`src/rtl/asr_pkg.sv`:
```
package asr_pkg;

  // Register location and field positions
  localparam logic [4:0] STATUS_ADDR    = 5'h03;
  localparam int         BIT_RSV_PAGE   = 7;
  localparam int         BIT_PAGE_HI    = 6;
  localparam int         BIT_PAGE_LO    = 5;
  localparam int         BIT_TIMEOUT    = 4;
  localparam int         BIT_POWERDOWN  = 3;
  localparam int         BIT_ZERO       = 2;
  localparam int         BIT_DIGIT      = 1;
  localparam int         BIT_CARRY      = 0;
  localparam int         PAGE_WORDS_LOG = 9;

  // Reset values of the upper bits (arithmetic flags are not reset)
  localparam logic [2:0] PAGE_RESET     = 3'h0;
  localparam logic       TIMEOUT_POR    = 1'b1;
  localparam logic       POWERDOWN_POR  = 1'b1;

  // ALU operations; all but ASR_OP_NONE touch the flags
  typedef enum logic [2:0] {
    ASR_OP_NONE,
    ASR_OP_LOGIC,
    ASR_OP_ADD,
    ASR_OP_SUB,
    ASR_OP_RRF,
    ASR_OP_RLF
  } asr_op_t;

  // Reset and wake-up events
  typedef enum logic [2:0] {
    ASR_RST_NONE,
    ASR_RST_POR,
    ASR_RST_MASTER_CLEAR_PIN_RUN,
    ASR_RST_MASTER_CLEAR_PIN_WAKE,
    ASR_RST_WDT_RUN,
    ASR_RST_WDT_WAKE
  } asr_rst_t;

  // ALU request from the datapath
  typedef struct packed {
    asr_op_t    op;
    logic [7:0] a;
    logic [7:0] b;
  } asr_alu_req_t;

  // Flag results of one ALU operation
  typedef struct packed {
    logic [7:0] result;
    logic       zero;
    logic       digit;
    logic       carry;
    logic       z_upd;
    logic       dc_upd;
    logic       c_upd;
  } asr_alu_flags_t;

  // Register file write from the datapath
  typedef struct packed {
    logic       en;
    logic [4:0] addr;
    logic [7:0] data;
  } asr_wr_t;

endpackage : asr_pkg

```
`src/rtl/asr_flag_calc.sv`:
```
`timescale 1ns/1ps
module asr_flag_calc (
  // ALU request
  input  asr_pkg::asr_alu_req_t   req,
  input  wire logic               carry_in,
  // Result and flags
  output asr_pkg::asr_alu_flags_t flags
);

  logic [8:0] sum;
  logic [4:0] nib;

  // Flag computation; subtraction is f - w done as f + ~w + 1
  always_comb begin
    sum   = 9'h000;
    nib   = 5'h00;
    flags = '0;
    case (req.op)
      asr_pkg::ASR_OP_LOGIC: begin
        flags.result = req.a;
        flags.z_upd  = 1'b1;
      end
      asr_pkg::ASR_OP_ADD: begin
        sum          = {1'b0, req.a} + {1'b0, req.b};
        nib          = {1'b0, req.a[3:0]} + {1'b0, req.b[3:0]};
        flags.result = sum[7:0];
        flags.digit  = nib[4];
        flags.carry  = sum[8];
        flags.z_upd  = 1'b1;
        flags.dc_upd = 1'b1;
        flags.c_upd  = 1'b1;
      end
      asr_pkg::ASR_OP_SUB: begin
        sum          = {1'b0, req.a} + {1'b0, ~req.b} + 9'h001;
        nib          = {1'b0, req.a[3:0]} + {1'b0, ~req.b[3:0]} + 5'h01;
        flags.result = sum[7:0];
        flags.digit  = nib[4];                                  // Set means no borrow
        flags.carry  = sum[8];                                  // Inverted borrow
        flags.z_upd  = 1'b1;
        flags.dc_upd = 1'b1;
        flags.c_upd  = 1'b1;
      end
      asr_pkg::ASR_OP_RRF: begin
        flags.result = {carry_in, req.a[7:1]};
        flags.carry  = req.a[0];
        flags.c_upd  = 1'b1;
      end
      asr_pkg::ASR_OP_RLF: begin
        flags.result = {req.a[6:0], carry_in};
        flags.carry  = req.a[7];
        flags.c_upd  = 1'b1;
      end
      default: begin
        flags.result = req.a;
      end
    endcase
    flags.zero = (flags.result == 8'h00);
  end

endmodule // asr_flag_calc

```
`src/rtl/asr_status.sv`:
```
`timescale 1ns/1ps
module asr_status (
  // Clock and control
  input  wire logic                  sys_clk,
  input  wire logic                  rst,
  input  wire logic                  clk_en,
  // Reset and wake-up events from the reset logic
  input  asr_pkg::asr_rst_t          reset_event,
  input  wire logic                  master_clear_pin_n,
  input  wire logic                  watchdog_timeout,
  input  wire logic                  sleeping,
  // Instruction side
  input  asr_pkg::asr_alu_req_t      alu_req,
  input  asr_pkg::asr_wr_t           file_wr,
  input  wire logic                  watchdog_clear_instr,
  input  wire logic                  sleep_instr,
  // Outputs
  output logic [7:0]                 status,
  output logic [7:0]                 alu_result,
  output logic [1:0]                 program_page_select,
  output logic                       device_reset,
  output logic [2:0]                 last_reset_cause
);

  asr_pkg::asr_alu_flags_t flags;
  logic [2:0]  pin_sync;
  logic        pin_low;
  logic        next_pin_low;
  logic        sel_status;
  logic        ev_valid;
  asr_pkg::asr_rst_t ev;
  logic [7:0]  next_status;
  logic [7:0]  next_alu_result;
  logic        next_device_reset;
  logic [2:0]  next_last_reset_cause;

  // Flag arithmetic shared with the datapath
  asr_flag_calc u_calc (
    .req      (alu_req),
    .carry_in (status[asr_pkg::BIT_CARRY]),
    .flags    (flags)
  );

  // Pin synchroniser: first stage only feeds the second
  always_ff @(posedge sys_clk) begin
    if (rst) begin
      pin_sync <= 3'h7;
    end else if (clk_en) begin
      pin_sync <= {pin_sync[1:0], master_clear_pin_n};
    end
  end

  // Pin counts as changed once stages two and three agree
  always_comb begin
    next_pin_low = pin_low;
    if (pin_sync[1] == pin_sync[2]) begin
      next_pin_low = ~pin_sync[2];
    end
  end

  always_ff @(posedge sys_clk) begin
    if (rst) begin
      pin_low <= 1'b0;
    end else if (clk_en) begin
      pin_low <= next_pin_low;
    end
  end

  // Merge explicit events with the pin and watchdog; sleep picks the wake variant
  always_comb begin
    ev = reset_event;
    if (ev == asr_pkg::ASR_RST_NONE) begin
      if (~pin_low & next_pin_low) begin
        ev = sleeping ? asr_pkg::ASR_RST_MASTER_CLEAR_PIN_WAKE : asr_pkg::ASR_RST_MASTER_CLEAR_PIN_RUN;
      end else if (watchdog_timeout) begin
        ev = sleeping ? asr_pkg::ASR_RST_WDT_WAKE : asr_pkg::ASR_RST_WDT_RUN;
      end
    end
    ev_valid   = (ev != asr_pkg::ASR_RST_NONE);
    sel_status = file_wr.en && (file_wr.addr == asr_pkg::STATUS_ADDR);
  end

  // Status next value: resets first, then instruction effects
  always_comb begin
    next_status           = status;
    next_alu_result       = flags.result;
    next_device_reset     = ev_valid;
    next_last_reset_cause = last_reset_cause;
    if (ev_valid) begin
      next_last_reset_cause = 3'(ev);
      next_status[7:5]      = asr_pkg::PAGE_RESET;
      case (ev)
        asr_pkg::ASR_RST_POR: begin
          next_status[asr_pkg::BIT_TIMEOUT]   = asr_pkg::TIMEOUT_POR;
          next_status[asr_pkg::BIT_POWERDOWN] = asr_pkg::POWERDOWN_POR;
        end
        asr_pkg::ASR_RST_MASTER_CLEAR_PIN_WAKE: begin
          next_status[asr_pkg::BIT_TIMEOUT]   = 1'b1;
          next_status[asr_pkg::BIT_POWERDOWN] = 1'b0;
        end
        asr_pkg::ASR_RST_WDT_RUN: begin
          next_status[asr_pkg::BIT_TIMEOUT]   = 1'b0;
          next_status[asr_pkg::BIT_POWERDOWN] = 1'b1;
        end
        asr_pkg::ASR_RST_WDT_WAKE: begin
          next_status[asr_pkg::BIT_TIMEOUT]   = 1'b0;
          next_status[asr_pkg::BIT_POWERDOWN] = 1'b0;
        end
        default: begin
          next_status = next_status;                                            // Clear pin in run keeps flags
        end
      endcase
      // Arithmetic flags are never reset, so they keep their value
    end else begin
      if (sel_status) begin
        // Only page bits and arithmetic flags take written data
        next_status[7:5] = file_wr.data[7:5];
        next_status[2:0] = file_wr.data[2:0];
      end
      // ALU flags win over the written data on the same bits
      if (flags.z_upd) begin
        next_status[asr_pkg::BIT_ZERO] = flags.zero;
      end
      if (flags.dc_upd) begin
        next_status[asr_pkg::BIT_DIGIT] = flags.digit;
      end
      if (flags.c_upd) begin
        next_status[asr_pkg::BIT_CARRY] = flags.carry;
      end
      if (watchdog_clear_instr) begin
        next_status[asr_pkg::BIT_TIMEOUT]   = 1'b1;
        next_status[asr_pkg::BIT_POWERDOWN] = 1'b1;
      end else if (sleep_instr) begin
        next_status[asr_pkg::BIT_TIMEOUT]   = 1'b1;
        next_status[asr_pkg::BIT_POWERDOWN] = 1'b0;
      end
    end
  end

  // One process owns all of status; rst acts as the power-on event
  always_ff @(posedge sys_clk) begin
    // Arithmetic flags have no reset term so they survive every reset
    if (clk_en && !rst) begin
      status[2:0] <= next_status[2:0];
      alu_result  <= next_alu_result;
    end
    if (rst) begin
      status[7:5]         <= asr_pkg::PAGE_RESET;
      status[4]           <= asr_pkg::TIMEOUT_POR;
      status[3]           <= asr_pkg::POWERDOWN_POR;
      program_page_select <= 2'h0;
      device_reset        <= 1'b1;
      last_reset_cause    <= 3'(asr_pkg::ASR_RST_POR);
    end else if (clk_en) begin
      status[7:3]         <= next_status[7:3];
      program_page_select <= next_status[asr_pkg::BIT_PAGE_HI:asr_pkg::BIT_PAGE_LO];
      device_reset        <= next_device_reset;
      last_reset_cause    <= next_last_reset_cause;
    end
  end

  // Checks
  wr_ignores_cause_a: assert property (@(posedge sys_clk) disable iff (rst)
    clk_en && sel_status && !ev_valid && !watchdog_clear_instr && !sleep_instr
    |=> status[4:3] == $past(status[4:3]))
    else $error("cause flags changed by a write");
  alu_over_write_a: assert property (@(posedge sys_clk) disable iff (rst)
    clk_en && !ev_valid && flags.c_upd |=> status[0] == $past(flags.carry))
    else $error("carry not taken from ALU");
  clear_status_a: assert property (@(posedge sys_clk) disable iff (rst)
    clk_en && !ev_valid && sel_status && file_wr.data == 8'h00 && flags.z_upd && flags.zero
    |=> status[7:5] == 3'h0 && status[2] == 1'b1)
    else $error("clear of status wrong");
  page_out_a: assert property (@(posedge sys_clk) disable iff (rst)
    clk_en |=> program_page_select == status[6:5])
    else $error("page select mismatch");
  zero_flag_a: assert property (@(posedge sys_clk) disable iff (rst)
    clk_en && !ev_valid && flags.z_upd |=> status[2] == (alu_result == 8'h00))
    else $error("zero flag wrong");
  wake_reset_a: assert property (@(posedge sys_clk) disable iff (rst)
    clk_en && ev_valid |=> device_reset)
    else $error("no reset on wake");
  master_clear_pin_keep_a: assert property (@(posedge sys_clk) disable iff (rst)
    clk_en && ev == asr_pkg::ASR_RST_MASTER_CLEAR_PIN_RUN |=> status[4:3] == $past(status[4:3]))
    else $error("clear pin changed cause flags");
  wdt_cause_a: assert property (@(posedge sys_clk) disable iff (rst)
    clk_en && ev == asr_pkg::ASR_RST_WDT_RUN |=> status[4:3] == 2'b01 && status[7:5] == 3'h0)
    else $error("watchdog cause wrong");
  sleep_flags_a: assert property (@(posedge sys_clk) disable iff (rst)
    clk_en && !ev_valid && sleep_instr && !watchdog_clear_instr |=> status[4:3] == 2'b10)
    else $error("sleep flags wrong");
  por_value_a: assert property (@(posedge sys_clk)
    rst |=> status[7:3] == 5'b00011)
    else $error("power-on value wrong");

  wdt_wake_c: cover property (@(posedge sys_clk) disable iff (rst) ev == asr_pkg::ASR_RST_WDT_WAKE);
  master_clear_pin_wake_c: cover property (@(posedge sys_clk) disable iff (rst) ev == asr_pkg::ASR_RST_MASTER_CLEAR_PIN_WAKE);
  sub_write_c: cover property (@(posedge sys_clk) disable iff (rst)
    sel_status && alu_req.op == asr_pkg::ASR_OP_SUB);

endmodule // asr_status

```
`config.mk`:
```
export PLATFORM = sky130hd
export DESIGN_NAME = asr_status
export DESIGN_NICKNAME = d
export VERILOG_FILES = /design/src/rtl/asr_pkg.sv /design/src/rtl/asr_flag_calc.sv /design/src/rtl/asr_status.sv
export SDC_FILE = /design/constraint.sdc
export NUM_CORES = 1
export LEC_CHECK = 0
export ABC_AREA = 1
export BUFFER_PORTS_ARGS = -buffer_cell sky130_fd_sc_hd__buf_4
export CAP_MARGIN = 20
export CORE_MARGIN = 5
export CORE_UTILIZATION = 35
export CTS_BUF_LIST = sky130_fd_sc_hd__clkbuf_4 sky130_fd_sc_hd__clkbuf_8
export CTS_CLUSTER_SIZE = 12
export DETAILED_ROUTE_END_ITERATION = 6
export GPL_TIMING_DRIVEN = 0
export PLACE_DENSITY = 0.56
export SLEW_MARGIN = 15
export SYNTH_ARGS = -nofsm -noshare
export SYNTH_HDL_FRONTEND = slang
export SYNTH_SLANG_ARGS = --single-unit
```
`constraint.sdc`:
```
create_clock -name sys_clk -period 2.5 [get_ports sys_clk]
set_clock_uncertainty 0.05 [all_clocks]
set_input_delay 0.5 -clock sys_clk [delete_from_list [all_inputs] [get_ports sys_clk]]
set_output_delay 0.5 -clock sys_clk [all_outputs]
set_load 0.005 [all_outputs]
```
=== Word level (Yosys, flattened, before mapping) ===
Index checks and enable logic that the tools add are counted.

* Register bits: 24
* Input bits: 44

* Add/sub/neg operators: 6
* Equal/unequal tests: 12
* Mux-type cells: 21
* Bitwise logic cells: 6
* Reduce and logical (&&, ||, !) cells: 20

{| class="wikitable"
|+ Operators with widths
! cell !! number
|-
| $pmux 8 s4 || 1
|-
| $add 8x8->9 || 2
|-
| $mux 3 || 5
|-
| $eq 3x3->1 const B || 4
|-
| $reduce_and 3->1 || 4
|-
| $add 4x4->5 || 2
|-
| $add 9x1->9 const B || 1
|-
| $eq 3x2->1 const B || 3
|-
| $mux 1 || 9
|-
| $logic_not 8->1 || 1
|-
| $mux 8 || 1
|-
| $not 8->8 || 1
|-
| $pmux 2 s4 || 1
|-
| $reduce_bool 2->1 || 4
|-
| $eq 3x1->1 const B || 2
|-
| $reduce_bool 3->1 || 2
|-
| $add 5x1->5 const B || 1
|-
| $eq 5x2->1 const B || 1
|-
| $ne 5x1->1 const B || 1
|-
| $mux 2 || 2
|-
| $not 4->4 || 1
|-
| $pmux 1 s4 || 1
|-
| $reduce_and 2->1 || 2
|-
| $reduce_or 4->1 || 1
|-
| other kinds (9) || 12
|}

=== Longest topological paths before layout ===
* Depth after elaboration: 8
* Gate-level depth with buffers: 14
* Depth with buffers taken out: 14

=== By module ===
Synthesis repeated with hierarchy kept, for this count alone.

* Cell total of the unflattened synthesis: 370
* Area, all modules: 2337.2 um^2

{| class="wikitable"
|+ By module, submodules not included
! module !! times used !! cells each !! area each (um^2) !! sequential area each (um^2)
|-
| asr_flag_calc || 1 || 237 || 1214.9 || 0.0
|-
| asr_status || 1 || 133 || 1122.3 || 590.6
|}

=== Worst setup path after synthesis ===
OpenSTA, ideal clock, no wires.

* Kind: input-to-reg
* From: in alu_req[8] (netlist bit)
* To: reg status[2] (data pin)
* Arrival: 1.799 ns
* Data required time: 2.196 ns
* Slack: 0.397 ns
* Stages on the path: 13
* Path buffers: 0
* Cells stage by stage: inv_1 ha_1 fa_1 inv_1 nand3_1 nand3_1 nor2_1 o21ai_1 nor2_1 nor2_1 nor2_1 nand4_1 nand2_1

{| class="wikitable"
|+ RTL lines
! element !! RTL line !! RTL
|-
| from (decl) || asr_status.sv:13 || <nowiki>input asr_pkg::asr_alu_req_t alu_req,</nowiki>
|-
| to (signal assigned) || asr_status.sv:144 || <nowiki>status[2:0] <= next_status[2:0];</nowiki>
|-
| to (decl) || asr_status.sv:18 || <nowiki>output logic [7:0] status,</nowiki>
|}

==> results.md <==
Timing:
- The transition at the pin with the smallest max-transition slack is 823 ps.
- The number of failing hold endpoints at the final stage is 0.
- In this run the tightest slew margin relative to its limit is 44.9%.
- The max-slew violation total from the final report is 0.
- The final count of negative-setup-slack endpoints is 0.
- Subtracting the final worst setup slack from the clock period gives ~2200 ps.
- Once routing completed, OpenROAD measured the worst setup slack at ~260 ps.
- Derived from the worst setup path, the maximum achievable clock frequency is 446 MHz.
- Setup repair after global routing left no endpoint under its margin.
- The worst path uses 89.7% of the clock period.

Setup path:
- STA classifies the critical path endpoint as a register.
- The flop-to-flop setup slack is around 740 ps.
- The nature of the critical path startpoint is a primary input.
- Among all stages on the critical path, the largest delay is contributed by fa_1.
- The setup path with the least slack is of type in -> reg.
- The number of buffers and inverters on the critical path is 3.
- By instance count, the cell type seen most on the critical path is nor2_1.
- Grouping stages by cell kind, the critical path spends the most delay in simple AND/OR/NAND/NOR gates.
- Along the worst path, the maximum fanout reaches 3.
- The endpoint identified for the worst register-to-register timing path is status[0].
- The signal on the critical path passes through buf_4 -> inv_1 -> ha_1 -> fa_1 -> inv_1 -> nand3_1 -> nand3_1 -> nor2_1 -> o21ai_1 -> nor2_1 -> nor2_1 -> nor2_1 -> nand4_1 -> nand2_1.
- The required time at the worst-slack endpoint is roughly 2500 ps.
- The largest single stage delay on the critical path is 410 ps.
- At the worst endpoint, the arrival time is 2210 ps.
- For the worst flop-to-flop path, the logic depth is 10.
- The startpoint identified for the worst register-to-register timing path is pin_low.

Route:
- The count of nets left with antenna violations once routing finished came out at 0.
- Wires add up to between 5000 and 6000 um.
- For this block, the via count after detailed routing is around 2,400.
- The routed length per placed instance is 12.0 um.
- The DRC violations left is 0.
- The via density per instance is 4.78.
- The number of DRC markers after the initial detailed-route iteration is 102.
- The first TritonRoute pass finished after 4 iterations.

CTS:
- Hold repair after CTS inserted 0 buffers.
- The number of setup buffers added after CTS is 0.
- The clock passes through at most 2 buffers.
- The number of buffers inserted during clock tree synthesis is 3.
- The clock tree from TritonCTS is yes.
- Clock latency on the worst-skew pair, taken at its later pin, is 270 ps.
- The CTS clock-pin slew for the worst setup and hold paths is around 90 ps.
- CTS built an H-tree with a depth of 1.
- The tree is rooted in a clkbuf_8.
- The clock net sink count is 24.
- The post-cts resize count is 0.

Floorplanning:
- The die outline area is 8220 sq um.
- The placeable core region is 6350 sq um.
- In this run the core area contains 29 standard-cell rows.
- The floorplan die width is ~90 um.
- For this configuration, the core starts out at a cell density of 35.8%.
- 66 I/O pins were placed.
- The overall die height is 90.6 um.

Logic synthesis:
- The unique cell type count in the Yosys netlist is 31.
- The Yosys warning count is 0.
- The number of instances in the synthesized netlist is 352.
- A synthesized cell averages ~6.5 sq um.
- The number of nets in the synthesized netlist is around 420.
- Summing the sequential cell areas from Yosys gives about a quarter of the chip area.
- The synthesized design spends more area on one cell type than any other, namely edfxtp_1.
- Summing every instance area after synthesis gives 2280 sq um.
- Sorting the synthesized cells by area gives the leading types as edfxtp_1, nand2_1, dfxtp_1.
- Counting flops and latches in the post-synthesis netlist gives 24.
- The share of synthesized area in the top cell type comes to ~15%.

Cells and area:
- The number of filler instances in the final layout is 686.
- At the end of the flow, the number of nets in the layout was 480.
- Of the cells placed in the final design, the portion with a size suffix greater than 1 is 22.6%.
- 0 antenna diodes ended up in the layout.
- The synthesis-to-finish area growth is 26.4%.
- The finished cells cover 2880 sq um.

Placement:
- In this run the tool buffered the top-level ports with 60 buffer cells.
- Detailed placement finished with a half-perimeter wire length of 5070 um.
- The post-placement setup slack is -4.06 ps.
- The placed standard-cell area is 2820 sq um.
- Routability-driven placement finished with a final weighted congestion of approximately 0.8.

Pwr:
- The analysis attributes to cell leakage a power of 1.55 nW.
- VDD sags by at most 0.267 mV.
- The power per standard cell area is roughly 380 nW/um^2.
- Overall power consumption after layout is estimated at about 1.1 mW.

Global routing:
- The largest net degree at the start of global routing is 14.
- The global-route usage over all layers is 14.6%.
- The wire length of the first global-routing pass is 10,200 um.
- The total overflow reported by the global router is 0.
- The number of antenna violations at the first check in global routing is 0.
- The number of global-route vias before repair is 2,182.

Worst hold path:
- The worst hold path begins at master_clear_pin_n.
- The classification of the worst-slack hold path is in -> reg.
- The worst hold path passes through 3 cells.
- The worst hold path endpoint is pin_sync[0].

Outcome:
- The flow ran to the end, and the final reports show no timing, DRC or antenna violations.

Run:
- The max-capacitance violation count is 0.
-- state kept, by name, summed over array words and instances, names as in the netlist --
register / flops
alu_result: 8
status: 8
last_reset_cause: 3
pin_sync: 3
device_reset: 1
pin_low: 1
-- through the flow --
stage                     std cells  utilization (%)  setup TNS, ps  hold WS (ps)
final                           493             45.3              0           397
after global routing            493             45.3              0           389
after global placement          489             44.5          -37.0           393
after floorplan                 352                -              0           379
after CTS                       493             45.3              0           395
after detailed placement        489             44.5          -4.06           402
-- worst min-delay path, delay by kind of cell --
kind,cells,cell delay [ps]
buf+inv,1,80
simple gates,2,110
-- cell type report --
class	instances	area [sq um]	share of cell area, %
Timing Repair Buffer	60	450	15.7
Buffer	11	76.3	2.65
Tap cell	77	96.3	3.35
Sequential cell	24	591	20.5
Inverter	70	263	9.13
Clock buffer	4	55.1	1.91
Multi-Input combinational cell	247	1350	46.8
-- power breakdown --
group          switching (mW)  leakage (nW)  internal, mW
logic                   0.228          1.31         0.164
clock network           0.120        0.0288         0.141
registers             0.00854         0.207         0.438
-- worst max path at each step --
| stage | from | end | slack, ps | cells after the start |
|---|---|---|---|---|
| 2_1_floorplan | alu_req[8] | status[2] | 400 | 13 |
| 3_3_place_gp | alu_req[8] | status[2] | -40 | 14 |
| 6_report | alu_req[8] | status[2] | 260 | 14 |
| 4_1_cts | alu_req[8] | status[2] | 260 | 14 |
| 5_1_grt | alu_req[8] | status[2] | 100 | 14 |
| 3_5_place_dp | alu_req[8] | status[2] | -4 | 14 |
-- cells in the final DEF (no fill, tap or decap), types with 3 or more instances in the layout --
cell type / n
a211oi_1: 3
a21oi_1: 20
a21oi_2: 3
buf_2: 4
buf_4: 64
clkbuf_8: 4
dfxtp_1: 13
edfxtp_1: 11
ha_1: 17
inv_1: 65
inv_2: 5
nand2_1: 86
nand3_1: 40
nand4_1: 8
nor2_1: 33
o21ai_0: 17
-- synth_stat cells (all sizes together) --
library cell	number
nand2	90
o21ai	19
inv	70
a211oi	3
dfxtp	13
o21bai	2
and2	1
clkbuf	1
o211ai	1
ha	17
nor3	1
nor2	36
fa	2
a21oi	23
or2	1
nor4	1
edfxtp	11
nand3	42
buf	10
nand4	8
-- kinds of logic (layout without fill, tap and decap cells) --
family          count (synthesis)  after routing  share of synthesized area [%]
simple gates                  180            180                           35.8
fa+ha+maj                      19             19                           11.1
buf+inv                        81            145                           14.9
flops                          24             24                           25.9
compound gates                 48             48                           12.2
-- metal layers --
layer	GRT usage, %	up-vias	routed length [um]
li1	-	1244	-
met1	20.7	1054	2750
met2	23.5	59	2750
met3	2.83	2	418
met4	1.86	0	19
met5	0	-	0
No activity file was read; power rests on OpenSTA's default activity.
